--- config.mk ---
export PLATFORM = sky130hd
export DESIGN_NAME = tccf_top
export DESIGN_NICKNAME = d
export VERILOG_FILES = /design/src/core/tccf_sync.v /design/src/core/tccf_flag.v /design/src/core/tccf_top.v
export VERILOG_INCLUDE_DIRS = /design/src /design/src/pkg
export SDC_FILE = /design/constraint.sdc
export NUM_CORES = 1
export LEC_CHECK = 0
export ABC_AREA = 1
export ABC_CLOCK_PERIOD_IN_PS = 3800
export BUFFER_PORTS_ARGS = -buffer_cell sky130_fd_sc_hd__buf_2
export CORE_MARGIN = 3
export CORE_UTILIZATION = 33
export DETAILED_ROUTE_END_ITERATION = 10
export GPL_TIMING_DRIVEN = 0
export PLACE_DENSITY_LB_ADDON = 0.08
export SLEW_MARGIN = 15
export SYNTH_ARGS = -nofsm -noshare
export SYNTH_HDL_FRONTEND = slang
export SYNTH_SLANG_ARGS = --single-unit
--- constraint.sdc ---
create_clock -name mclk -period 3.8 [get_ports mclk]
set_input_delay 0.57 -clock mclk [delete_from_list [all_inputs] [get_ports mclk]]
set_output_delay 0.57 -clock mclk [all_outputs]
set_load 0.02 [all_outputs]
--- src/pkg/tccf_map.vh ---
// register map, field positions and reset values of the timer flag block
`ifndef TCCF_MAP_VH
`define TCCF_MAP_VH

// register byte addresses
`define TCCF_ADDR_RUN_CTRL    8'h65
`define TCCF_ADDR_IRQ_ENABLE  8'h66
`define TCCF_ADDR_FLAG_STATUS 8'h67
`define TCCF_ADDR_COUNT       8'h68
`define TCCF_ADDR_GEN_A       8'h6A
`define TCCF_ADDR_GEN_B       8'h6C
`define TCCF_ADDR_CONTROL_ONE 8'h6E
`define TCCF_ADDR_IO_CTRL     8'h6F

// flag and enable bit positions
`define TCCF_BIT_MATCH_A 0
`define TCCF_BIT_MATCH_B 1
`define TCCF_BIT_WRAP    2

// run control bit positions
`define TCCF_BIT_RUN  0
`define TCCF_BIT_DOWN 1

// io control field positions
`define TCCF_IO_A_LSB 0
`define TCCF_IO_B_LSB 4

// reset values
`define TCCF_RST_COUNT    16'h0000
`define TCCF_RST_GEN      16'hFFFF
`define TCCF_RST_IO_CTRL  8'h88
`define TCCF_RST_CTRL_ONE 8'h80
`define TCCF_RST_RUN_CTRL 8'h00
`define TCCF_RST_ENABLE   3'h0

// fixed read-back bits, counter wrap limits and step
`define TCCF_RSVD_HI5 5'h1F
`define TCCF_COUNT_ALL_ONES 16'hFFFF
`define TCCF_COUNT_ZERO     16'h0000
`define TCCF_COUNT_STEP     16'h0001

`endif

--- src/core/tccf_sync.v ---
// two-stage pin synchroniser with edge detection
`timescale 1ns/1ps
`default_nettype none

module tccf_sync (
	// clock and reset
	input wire clk,
	input wire rst_n,
	// raw pin
	input wire pin,
	// edge pulses
	output wire rise,
	output wire fall
);

	reg meta_q; // first stage, read only by the second
	reg sync_q; // second stage, safe to use
	reg prev_q; // delayed copy for edge detection

	// synchroniser chain; the pin is asynchronous to clk
	always @(posedge clk or negedge rst_n) begin
		if (!rst_n) begin
			meta_q <= 1'b0;
			sync_q <= 1'b0;
			prev_q <= 1'b0;
		end else begin
			meta_q <= pin;
			sync_q <= meta_q;
			prev_q <= sync_q;
		end
	end

	// edges seen only after both stages
	assign rise = sync_q & ~prev_q;
	assign fall = ~sync_q & prev_q;

endmodule // tccf_sync

`default_nettype wire

--- src/core/tccf_flag.v ---
// one status flag with read-then-write-zero clearing
`timescale 1ns/1ps
`default_nettype none

module tccf_flag (
	// clock and reset
	input wire clk,
	input wire rst_n,
	// hardware event
	input wire set,
	// software access to the status register
	input wire rd,
	input wire wr,
	input wire wbit,
	// flag state
	output reg flag_q
);

	reg armed_q; // software has read this flag while it was 1

	// a write clears only after an earlier read saw the flag at 1
	always @(posedge clk or negedge rst_n) begin
		if (!rst_n) begin
			flag_q <= 1'b0;
			armed_q <= 1'b0;
		end else begin
			if (set) begin
				flag_q <= 1'b1; // set beats a same-cycle clear
			end else if (wr && !wbit && armed_q) begin
				flag_q <= 1'b0;
			end
			// writing 1 never changes the flag
			if (wr) begin
				armed_q <= 1'b0; // any write consumes the read
			end else if (rd && flag_q) begin
				armed_q <= 1'b1;
			end
		end
	end

endmodule // tccf_flag

`default_nettype wire

--- src/core/tccf_top.v ---
// timer channel: counter, general registers, match and wrap flags
`timescale 1ns/1ps
`default_nettype none
`include "tccf_map.vh"

// Overview of operation
// - flag A set on compare match A
// - flag A set on capture into A
// - flag A cleared by read-one then write-zero
// - flag B set on compare match B
// - flag B set on capture into B
// - flag B cleared by read-one then write-zero
// - wrap flag set on counter wrap
// - wrap flag cleared by read then write-zero
// - writing one leaves flags unchanged
// - 16-bit read/write counter, zero after reset
// - io control picks compare or capture
// - register B captures on selected pin edges
// - wrap interrupt only while its enable set
module tccf_top (
	// clock and reset
	input wire mclk,
	input wire arst_n,
	// register port
	input wire [7:0] addr,
	input wire [15:0] wdata,
	input wire wr_en,
	input wire rd_en,
	output reg [15:0] rdata_q,
	// capture input pins
	input wire capture_a_pin,
	input wire capture_b_pin,
	// compare output pins
	output reg compare_a_out_q,
	output reg compare_b_out_q,
	// interrupts
	output reg irq_q,
	output reg wrap_irq_q
);

	////////////////////////////////////////////////////////////////
	// helper functions

	// capture edge select: 00 rising, 01 falling, 1x both
	function cap_hit;
		input [1:0] sel;
		input rise;
		input fall;
		begin
			case (sel)
				2'h0: cap_hit = rise;
				2'h1: cap_hit = fall;
				default: cap_hit = rise | fall;
			endcase
		end
	endfunction

	// compare pin action: 00 hold, 01 low, 10 high, 11 toggle
	function cmp_pin;
		input [1:0] sel;
		input cur;
		begin
			case (sel)
				2'h0: cmp_pin = cur;
				2'h1: cmp_pin = 1'b0;
				2'h2: cmp_pin = 1'b1;
				default: cmp_pin = ~cur;
			endcase
		end
	endfunction

	////////////////////////////////////////////////////////////////
	// reset release

	reg rst_meta_q; // first reset stage
	reg rst_n_q; // released reset for all logic

	// assert at once, release after two edges
	always @(posedge mclk or negedge arst_n) begin
		if (!arst_n) begin
			rst_meta_q <= 1'b0;
			rst_n_q <= 1'b0;
		end else begin
			rst_meta_q <= 1'b1;
			rst_n_q <= rst_meta_q;
		end
	end

	////////////////////////////////////////////////////////////////
	// register state

	reg [15:0] count_value_q; // up/down counter
	reg [15:0] general_reg_a_q; // compare or capture A
	reg [15:0] general_reg_b_q; // compare or capture B
	reg [7:0] io_ctrl_q; // io select for A and B
	reg [7:0] ctrl_one_q; // control bits, stored only
	reg [7:0] run_ctrl_q; // run and direction
	reg [2:0] irq_enable_q; // interrupt mask, flag layout
	wire match_flag_a; // status bit 0
	wire match_flag_b; // status bit 1
	wire wrap_flag; // status bit 2

	// address decode
	wire wr_count = wr_en && (addr == `TCCF_ADDR_COUNT);
	wire wr_gen_a = wr_en && (addr == `TCCF_ADDR_GEN_A);
	wire wr_gen_b = wr_en && (addr == `TCCF_ADDR_GEN_B);
	wire wr_status = wr_en && (addr == `TCCF_ADDR_FLAG_STATUS);
	wire rd_status = rd_en && (addr == `TCCF_ADDR_FLAG_STATUS);

	// io select fields
	wire [2:0] io_a = io_ctrl_q[`TCCF_IO_A_LSB+2:`TCCF_IO_A_LSB];
	wire [2:0] io_b = io_ctrl_q[`TCCF_IO_B_LSB+2:`TCCF_IO_B_LSB];
	wire capture_mode_a = io_a[2]; // top bit set: capture
	wire capture_mode_b = io_b[2];

	////////////////////////////////////////////////////////////////
	// capture pins

	wire rise_a; // synchronised edge of pin A
	wire fall_a;
	wire rise_b; // synchronised edge of pin B
	wire fall_b;

	tccf_sync u_sync_a (
		.clk(mclk),
		.rst_n(rst_n_q),
		.pin(capture_a_pin),
		.rise(rise_a),
		.fall(fall_a)
	);

	tccf_sync u_sync_b (
		.clk(mclk),
		.rst_n(rst_n_q),
		.pin(capture_b_pin),
		.rise(rise_b),
		.fall(fall_b)
	);

	// capture strobes, only in capture mode
	wire capture_a = capture_mode_a && cap_hit(io_a[1:0], rise_a, fall_a);
	wire capture_b = capture_mode_b && cap_hit(io_b[1:0], rise_b, fall_b);

	////////////////////////////////////////////////////////////////
	// counter and events

	wire running = run_ctrl_q[`TCCF_BIT_RUN];
	wire count_down = run_ctrl_q[`TCCF_BIT_DOWN];
	// a software write to the counter wins over counting
	wire stepping = running && !wr_count;
	wire wrap_event = stepping && (count_down ?
		(count_value_q == `TCCF_COUNT_ZERO) :
		(count_value_q == `TCCF_COUNT_ALL_ONES));
	// matches stay quiet while the register is written
	wire match_a = !capture_mode_a && !wr_gen_a && (count_value_q == general_reg_a_q);
	wire match_b = !capture_mode_b && !wr_gen_b && (count_value_q == general_reg_b_q);
	wire set_a = match_a || capture_a;
	wire set_b = match_b || capture_b;

	// counter: written by software, else steps each clock when running
	always @(posedge mclk or negedge rst_n_q) begin
		if (!rst_n_q) begin
			count_value_q <= `TCCF_RST_COUNT;
		end else if (wr_count) begin
			count_value_q <= wdata;
		end else if (stepping) begin
			if (count_down) begin
				count_value_q <= count_value_q - `TCCF_COUNT_STEP;
			end else begin
				count_value_q <= count_value_q + `TCCF_COUNT_STEP;
			end
		end
	end

	// general registers: capture beats a software write on the same edge
	always @(posedge mclk or negedge rst_n_q) begin
		if (!rst_n_q) begin
			general_reg_a_q <= `TCCF_RST_GEN;
			general_reg_b_q <= `TCCF_RST_GEN;
		end else begin
			if (capture_a) begin
				general_reg_a_q <= count_value_q;
			end else if (wr_gen_a) begin
				general_reg_a_q <= wdata;
			end
			if (capture_b) begin
				general_reg_b_q <= count_value_q;
			end else if (wr_gen_b) begin
				general_reg_b_q <= wdata;
			end
		end
	end

	// control registers written by software
	always @(posedge mclk or negedge rst_n_q) begin
		if (!rst_n_q) begin
			io_ctrl_q <= `TCCF_RST_IO_CTRL;
			ctrl_one_q <= `TCCF_RST_CTRL_ONE;
			run_ctrl_q <= `TCCF_RST_RUN_CTRL;
			irq_enable_q <= `TCCF_RST_ENABLE;
		end else if (wr_en) begin
			case (addr)
				`TCCF_ADDR_IO_CTRL: begin
					io_ctrl_q <= {1'b1, wdata[6:4], 1'b1, wdata[2:0]}; // reserved bits stay 1
				end
				`TCCF_ADDR_CONTROL_ONE: begin
					ctrl_one_q <= {1'b1, wdata[6:0]};
				end
				`TCCF_ADDR_RUN_CTRL: begin
					run_ctrl_q <= {6'h00, wdata[1:0]};
				end
				`TCCF_ADDR_IRQ_ENABLE: begin
					irq_enable_q <= wdata[2:0];
				end
				default: begin
					// other addresses leave control alone
				end
			endcase
		end
	end

	////////////////////////////////////////////////////////////////
	// status flags

	tccf_flag u_flag_a (
		.clk(mclk),
		.rst_n(rst_n_q),
		.set(set_a),
		.rd(rd_status),
		.wr(wr_status),
		.wbit(wdata[`TCCF_BIT_MATCH_A]),
		.flag_q(match_flag_a)
	);

	tccf_flag u_flag_b (
		.clk(mclk),
		.rst_n(rst_n_q),
		.set(set_b),
		.rd(rd_status),
		.wr(wr_status),
		.wbit(wdata[`TCCF_BIT_MATCH_B]),
		.flag_q(match_flag_b)
	);

	tccf_flag u_flag_wrap (
		.clk(mclk),
		.rst_n(rst_n_q),
		.set(wrap_event),
		.rd(rd_status),
		.wr(wr_status),
		.wbit(wdata[`TCCF_BIT_WRAP]),
		.flag_q(wrap_flag)
	);

	wire [2:0] flags = {wrap_flag, match_flag_b, match_flag_a};

	////////////////////////////////////////////////////////////////
	// compare pins

	// pin action taken on the same match that sets the flag
	always @(posedge mclk or negedge rst_n_q) begin
		if (!rst_n_q) begin
			compare_a_out_q <= 1'b0;
			compare_b_out_q <= 1'b0;
		end else begin
			if (match_a) begin
				compare_a_out_q <= cmp_pin(io_a[1:0], compare_a_out_q);
			end
			if (match_b) begin
				compare_b_out_q <= cmp_pin(io_b[1:0], compare_b_out_q);
			end
		end
	end

	////////////////////////////////////////////////////////////////
	// interrupts

	// registered, so they lag the flags by one clock
	always @(posedge mclk or negedge rst_n_q) begin
		if (!rst_n_q) begin
			irq_q <= 1'b0;
			wrap_irq_q <= 1'b0;
		end else begin
			irq_q <= |(flags & irq_enable_q);
			wrap_irq_q <= wrap_flag && irq_enable_q[`TCCF_BIT_WRAP];
		end
	end

	////////////////////////////////////////////////////////////////
	// read port

	// data valid the cycle after the strobe, zero otherwise
	always @(posedge mclk or negedge rst_n_q) begin
		if (!rst_n_q) begin
			rdata_q <= 16'h0000;
		end else if (rd_en) begin
			case (addr)
				`TCCF_ADDR_COUNT: rdata_q <= count_value_q;
				`TCCF_ADDR_GEN_A: rdata_q <= general_reg_a_q;
				`TCCF_ADDR_GEN_B: rdata_q <= general_reg_b_q;
				`TCCF_ADDR_FLAG_STATUS: rdata_q <= {8'h00, `TCCF_RSVD_HI5, flags};
				`TCCF_ADDR_IRQ_ENABLE: rdata_q <= {8'h00, `TCCF_RSVD_HI5, irq_enable_q};
				`TCCF_ADDR_IO_CTRL: rdata_q <= {8'h00, io_ctrl_q};
				`TCCF_ADDR_CONTROL_ONE: rdata_q <= {8'h00, ctrl_one_q};
				`TCCF_ADDR_RUN_CTRL: rdata_q <= {8'h00, run_ctrl_q};
				default: rdata_q <= 16'h0000; // unmapped reads zero
			endcase
		end else begin
			rdata_q <= 16'h0000;
		end
	end

endmodule // tccf_top

`default_nettype wire

# Yosys cells after proc, flatten, opt, wreduce, memory -nomap -nowiden

Cells that the tools add are included.

Mux-type cells: 26
Bitwise logic cells: 15
Multipliers: 0
Add/sub/neg operators: 2
Reductions and logical operators: 52
Magnitude comparators: 0
Div/mod/pow operators: 0
Equal/unequal tests: 15
Shift-type cells: 0

Operators with widths:

| kind                                               | number |
|---|---|
| 2-to-1 mux 16 bit                                  | 8 |
| one-hot mux 16 bit (8 select lines)                | 1 |
| == test 8 x 7 -> 1 bit, second input constant      | 8 |
| == test 16 bit                                     | 2 |
| logical AND 1 bit                                  | 23 |
| nonzero test 2 bit                                 | 9 |
| adder 16 x 1 -> 16 bit, second input constant      | 1 |
| == test 16 bit, second input constant              | 1 |
| logical NOT 16 bit                                 | 1 |
| subtractor 16 x 1 -> 16 bit, second input constant | 1 |
| 2-to-1 mux 1 bit                                   | 13 |
| AND reduction 2 bit                                | 6 |
| logical NOT 1 bit                                  | 8 |
| inverter 1 bit                                     | 8 |
| one-hot mux 1 bit (3 select lines)                 | 2 |
| bitwise AND 1 bit                                  | 4 |
| == test 2 x 1 -> 1 bit, second input constant      | 2 |
| == test 2 bit, second input constant               | 2 |
| logical NOT 2 bit                                  | 2 |
| one-hot mux 1 bit (2 select lines)                 | 2 |
| bitwise AND 3 bit                                  | 1 |
| OR reduction 3 bit                                 | 1 |
| logical OR 1 bit                                   | 2 |
| bitwise OR 1 bit                                   | 2 |

Memory bits (read-only): 0
Latch bits: 0
Register bits after elaboration: 100
Input port bits: 30
Bits in writable memories: 0
Memories kept: 0

# Logic depth before layout (Yosys ltp)

Depth after elaboration: 7
Depth in mapped cells: 11
Mapped depth without buffers: 11

# Modules after synthesis

Synthesis repeated with hierarchy kept, for this count alone.

Cell total of the unflattened synthesis: 1013
Area total of the unflattened synthesis: 6840.3 um^2

Modules (own cells, without submodules):

| module    | area an instance (um^2) | cells an instance | times used |
|---|---|---|---|
| tccf_top  | 6423.7                  | 972               | 1 |
| tccf_flag | 78.8                    | 9                 | 3 |
| tccf_sync | 90.1                    | 7                 | 2 |

# Least setup slack after synthesis

OpenSTA, ideal clock, no wires.

Kind: flip-flop to flip-flop
From: register run_ctrl_q[1]
To: register count_value_q[7]
Setup slack: 1832 ps
Data required time: 3676 ps
Arrival time: 1844 ps
Cell stages (with the launch flop): 8
Library setup time: 124 ps
Clock period less this slack: 1968 ps
Path through: dfrtp_1 ha_1 or2_2 nand3_1 nand2_1 or2_2 nand3_1 nand3_1

Longest elaborated chain between the ends: 3

Ends and longest elaborated chain:

| item                   | RTL line       | RTL |
|---|---|---|
| start, declared        | tccf_top.v:97  | `reg [7:0] run_ctrl_q;` |
| start signal, assigned | tccf_top.v:199 | `` run_ctrl_q <= `TCCF_RST_RUN_CTRL; `` |
| start signal, assigned | tccf_top.v:210 | `run_ctrl_q <= {6'h00, wdata[1:0]};` |
| 2-to-1 mux 16 bit      | tccf_top.v:167 | `if (count_down) begin` |
| 2-to-1 mux 16 bit      | tccf_top.v:166 | `end else if (stepping) begin` |
| 2-to-1 mux 16 bit      | tccf_top.v:164 | `end else if (wr_count) begin` |
| end signal, assigned   | tccf_top.v:163 | `` count_value_q <= `TCCF_RST_COUNT; `` |
| end signal, assigned   | tccf_top.v:165 | `count_value_q <= wdata;` |
| end signal, assigned   | tccf_top.v:168 | `` count_value_q <= count_value_q - `TCCF_COUNT_STEP; `` |
| end, declared          | tccf_top.v:92  | `reg [15:0] count_value_q;` |

Every way passes these cells. The select of a mux whose other input is x is not followed.
A chain may end at the register's enable or synchronous reset.

# Final worst setup path

Same ends and word-level chain as after synthesis.

==> run metrics <==
initial detailed-routing violation count=405; DR WL/cell=16.68 um; switching portion of total power=38.47%; # diodes=0; Clock Power Share=26.2%; synth unique cells=42; Area growth syn-to-layout=13.32%; Mapped Area=6783 um2; CP Launch Type=register; first-pass GRT wire length=33980 um; DRC viols=0; dpl hpwl=16980 um; NetSw=1.388 mW; drt first pass iters=5; die area=22310 um2; layout cells sized above 1=15.69%; Worst-Margin Slew=930.6 ps; Clk Latency, worst-skew pair=360 ps; Nets=1076; Root Buffer=clkbuf_16; total core area=19850 um2; Yosys reg bits=100; TNS Setup=0 ps; most numerous cell on the critical path=nand3_1; total track usage=19.82%; initial antenna violation count=0; Post-CTS Resized=0; Worst Skew=13.00 ps; Max-Cap Viols=0; Pint=2.220 mW; maximum vdd drop=268.7 uV; synthesized area per cell=7.058 um2; pin count of the biggest net entering global routing=54; Slowest cell on crit path=dfrtp_1; Period Utilization, post-route=63.29%; Pins Over Slew Limit=0; dpl cell area=7381 um2; antenna-violating nets left=0; via count=6304; GRT overflow=0; YS warnings=0; CTS Buf Count=9; initial core utilization=34.18%; row count=51; Routed WL=21540 um; grt met2 use=31.81%; port bufs=47; sequential share of power=40.8%; final worst path period need=2405 ps; Die Wd=149.4 um; vias per cell=4.883; Lkg Pwr=4.067 nW; crit path max fanout=20; critical-path cell list=ha_1 > or2_2 > nand3_1 > nand2_1 > or2_2 > nand3_1 > nand3_1; unrepaired setup endpoints after global routing=false; clock slew at reported path FFs=70 ps; outcome=finished, final reports clean; headroom to the max-slew limit=37.96%; Critical Path AT=2650 ps; vias in the first global route=6073; Worst Hold Class=primary input to register; Setup-failing EPs final=0; routability cong.=0.8468; Ports=50; chip height=149.4 um; Finished Cell Area=7686 um2; FMAX=415.8 MHz; leading cell types in the layout, fill and taps excluded=nand2_1 (305), inv_1 (149), o21ai_0 (79), dfrtp_1 (67), nor2_1 (65); met3 track demand over resource=1.732%; Cell Pwr Density=469.4 nW/um2; commonest non-fill, non-tap cell in the layout=nand2_1; Setup CP Type=register to register; clk sink count=100; syn nets=1016; met1 GRT Util=28.74%; Logic pwr share=33.1%; CTS tree=done; clk buf depth=2; register area share after synthesis=37.48%; Mapped Cells=961; Critical Path Max Stage Delay=950 ps; H-Tree Level Count=3; Worst setup EP type=register; Most Used Layer, Global Route=met2; Fin. Hold Viols=0; Worst EP required=4040 ps; Core Util, Final=38.73%
-- final timing paths --
kind	startpoint	to	slack [ps]	depth (start not counted)
min in group asynchronous	rst_n_q	rdata_q[14]	350	0
min reg2reg	rst_n_q	rdata_q[14]	350	0
min	capture_a_pin	u_sync_a.meta_q	330	1
max	run_ctrl_q[1]	count_value_q[7]	1390	7
max in group asynchronous	rst_n_q	general_reg_b_q[2]	2700	1
max reg2reg	run_ctrl_q[1]	count_value_q[7]	1390	7
-- synthesized netlist by cell type, drive strengths merged --
cell type / number / area share, %
fa: 1 / 0.30
or2: 4 / 0.37
xnor2: 3 / 0.39
nand3b: 6 / 0.66
a21oi: 26 / 2.0
nor2: 71 / 4.6
nand3: 48 / 3.7
nor3: 12 / 0.89
o211ai: 17 / 1.9
nand2: 318 / 19
and2: 3 / 0.28
o21ai: 102 / 8.4
xor2: 5 / 0.65
nand4: 13 / 1.2
inv: 153 / 8.6
o22ai: 18 / 1.8
clkbuf: 8 / 0.50
dfstp: 32 / 12
dfrtp: 68 / 25
a221o: 1 / 0.15
ha: 24 / 4.4
conb: 1 / 0.055
o221ai: 9 / 1.2
buf: 18 / 2.1
-- metrics by stage --
stage	hold WS (ps)	power (mW)	cells	worst slack [ps]
3_5_place_dp	336.4	2.679	1274	1367
3_3_place_gp	333.4	2.674	1273	-692.9
4_1_cts	316.8	3.640	1291	1355
2_1_floorplan	274.4	2.302	961	864.1
6_report	325.8	3.608	1291	1395
5_1_grt	322.2	3.866	1291	1228
-- logic make-up after synthesis --
kind of cell               Yosys count  synth area share (%)
and+or+nand+nor                    475                 30.20
buffers and inverters              179                 11.14
AOI/OAI and AO/OA                  173                 15.37
DFF                                100                 37.48
adders and majority gates           25                 4.722
xor gates and xnor gates             8                 1.033
other                                1               0.05529
-- metal layers --
layer	routed length [um]	part of all wire (%)	vias up
met5	0	0	-
met4	342	1.6	0
met3	827	3.8	17
met2	9752	45	139
met1	10610	49	2944
li1	-	-	3204
-- sequential cells by signal (all words and copies together) (netlist names), 2 cells and up --
register,count
count_value_q,16
ctrl_one_q,7
general_reg_a_q,16
general_reg_b_q,16
io_ctrl_q,6
irq_enable_q,3
rdata_q,16
run_ctrl_q,2
-- worst max-delay path: cells and delay by family, from the launching register on --
kind	cells	cell delay [ps]
flip-flops	1	950
AND/OR/NAND/NOR	6	940
adder cells (fa/ha/maj)	1	390
-- what timing repair did --
| item | 4_1_cts | 5_1_grt |
|---|---|---|
| hold buffers | 1 | 0 |
| setup buffers | 0 | 0 |
| endpoints found under the hold margin | 2 | 0 |
-- area by class of cell --
cell class | count | area [um2]
plain buffers | 26 | 173.9
clock buffers | 11 | 232.7
clock inverters | 5 | 62.56
fillers | 2145 | 12160
inverters | 153 | 581.8
multi-input cells | 682 | 3485
flip-flops and latches | 100 | 2546
well taps | 265 | 331.6
repair buffers | 49 | 272.8
-- power groups by stage --
stage	clock [mW]	combinational, mW	sequential [mW]
final	0.944	1.19	1.47
after global routing	1.01	1.36	1.50
after CTS	0.975	1.20	1.47
after detailed placement	0	1.19	1.49
after global placement	0	1.18	1.50
after floorplan	0	0.852	1.45
(Power assumes the default switching activity.)
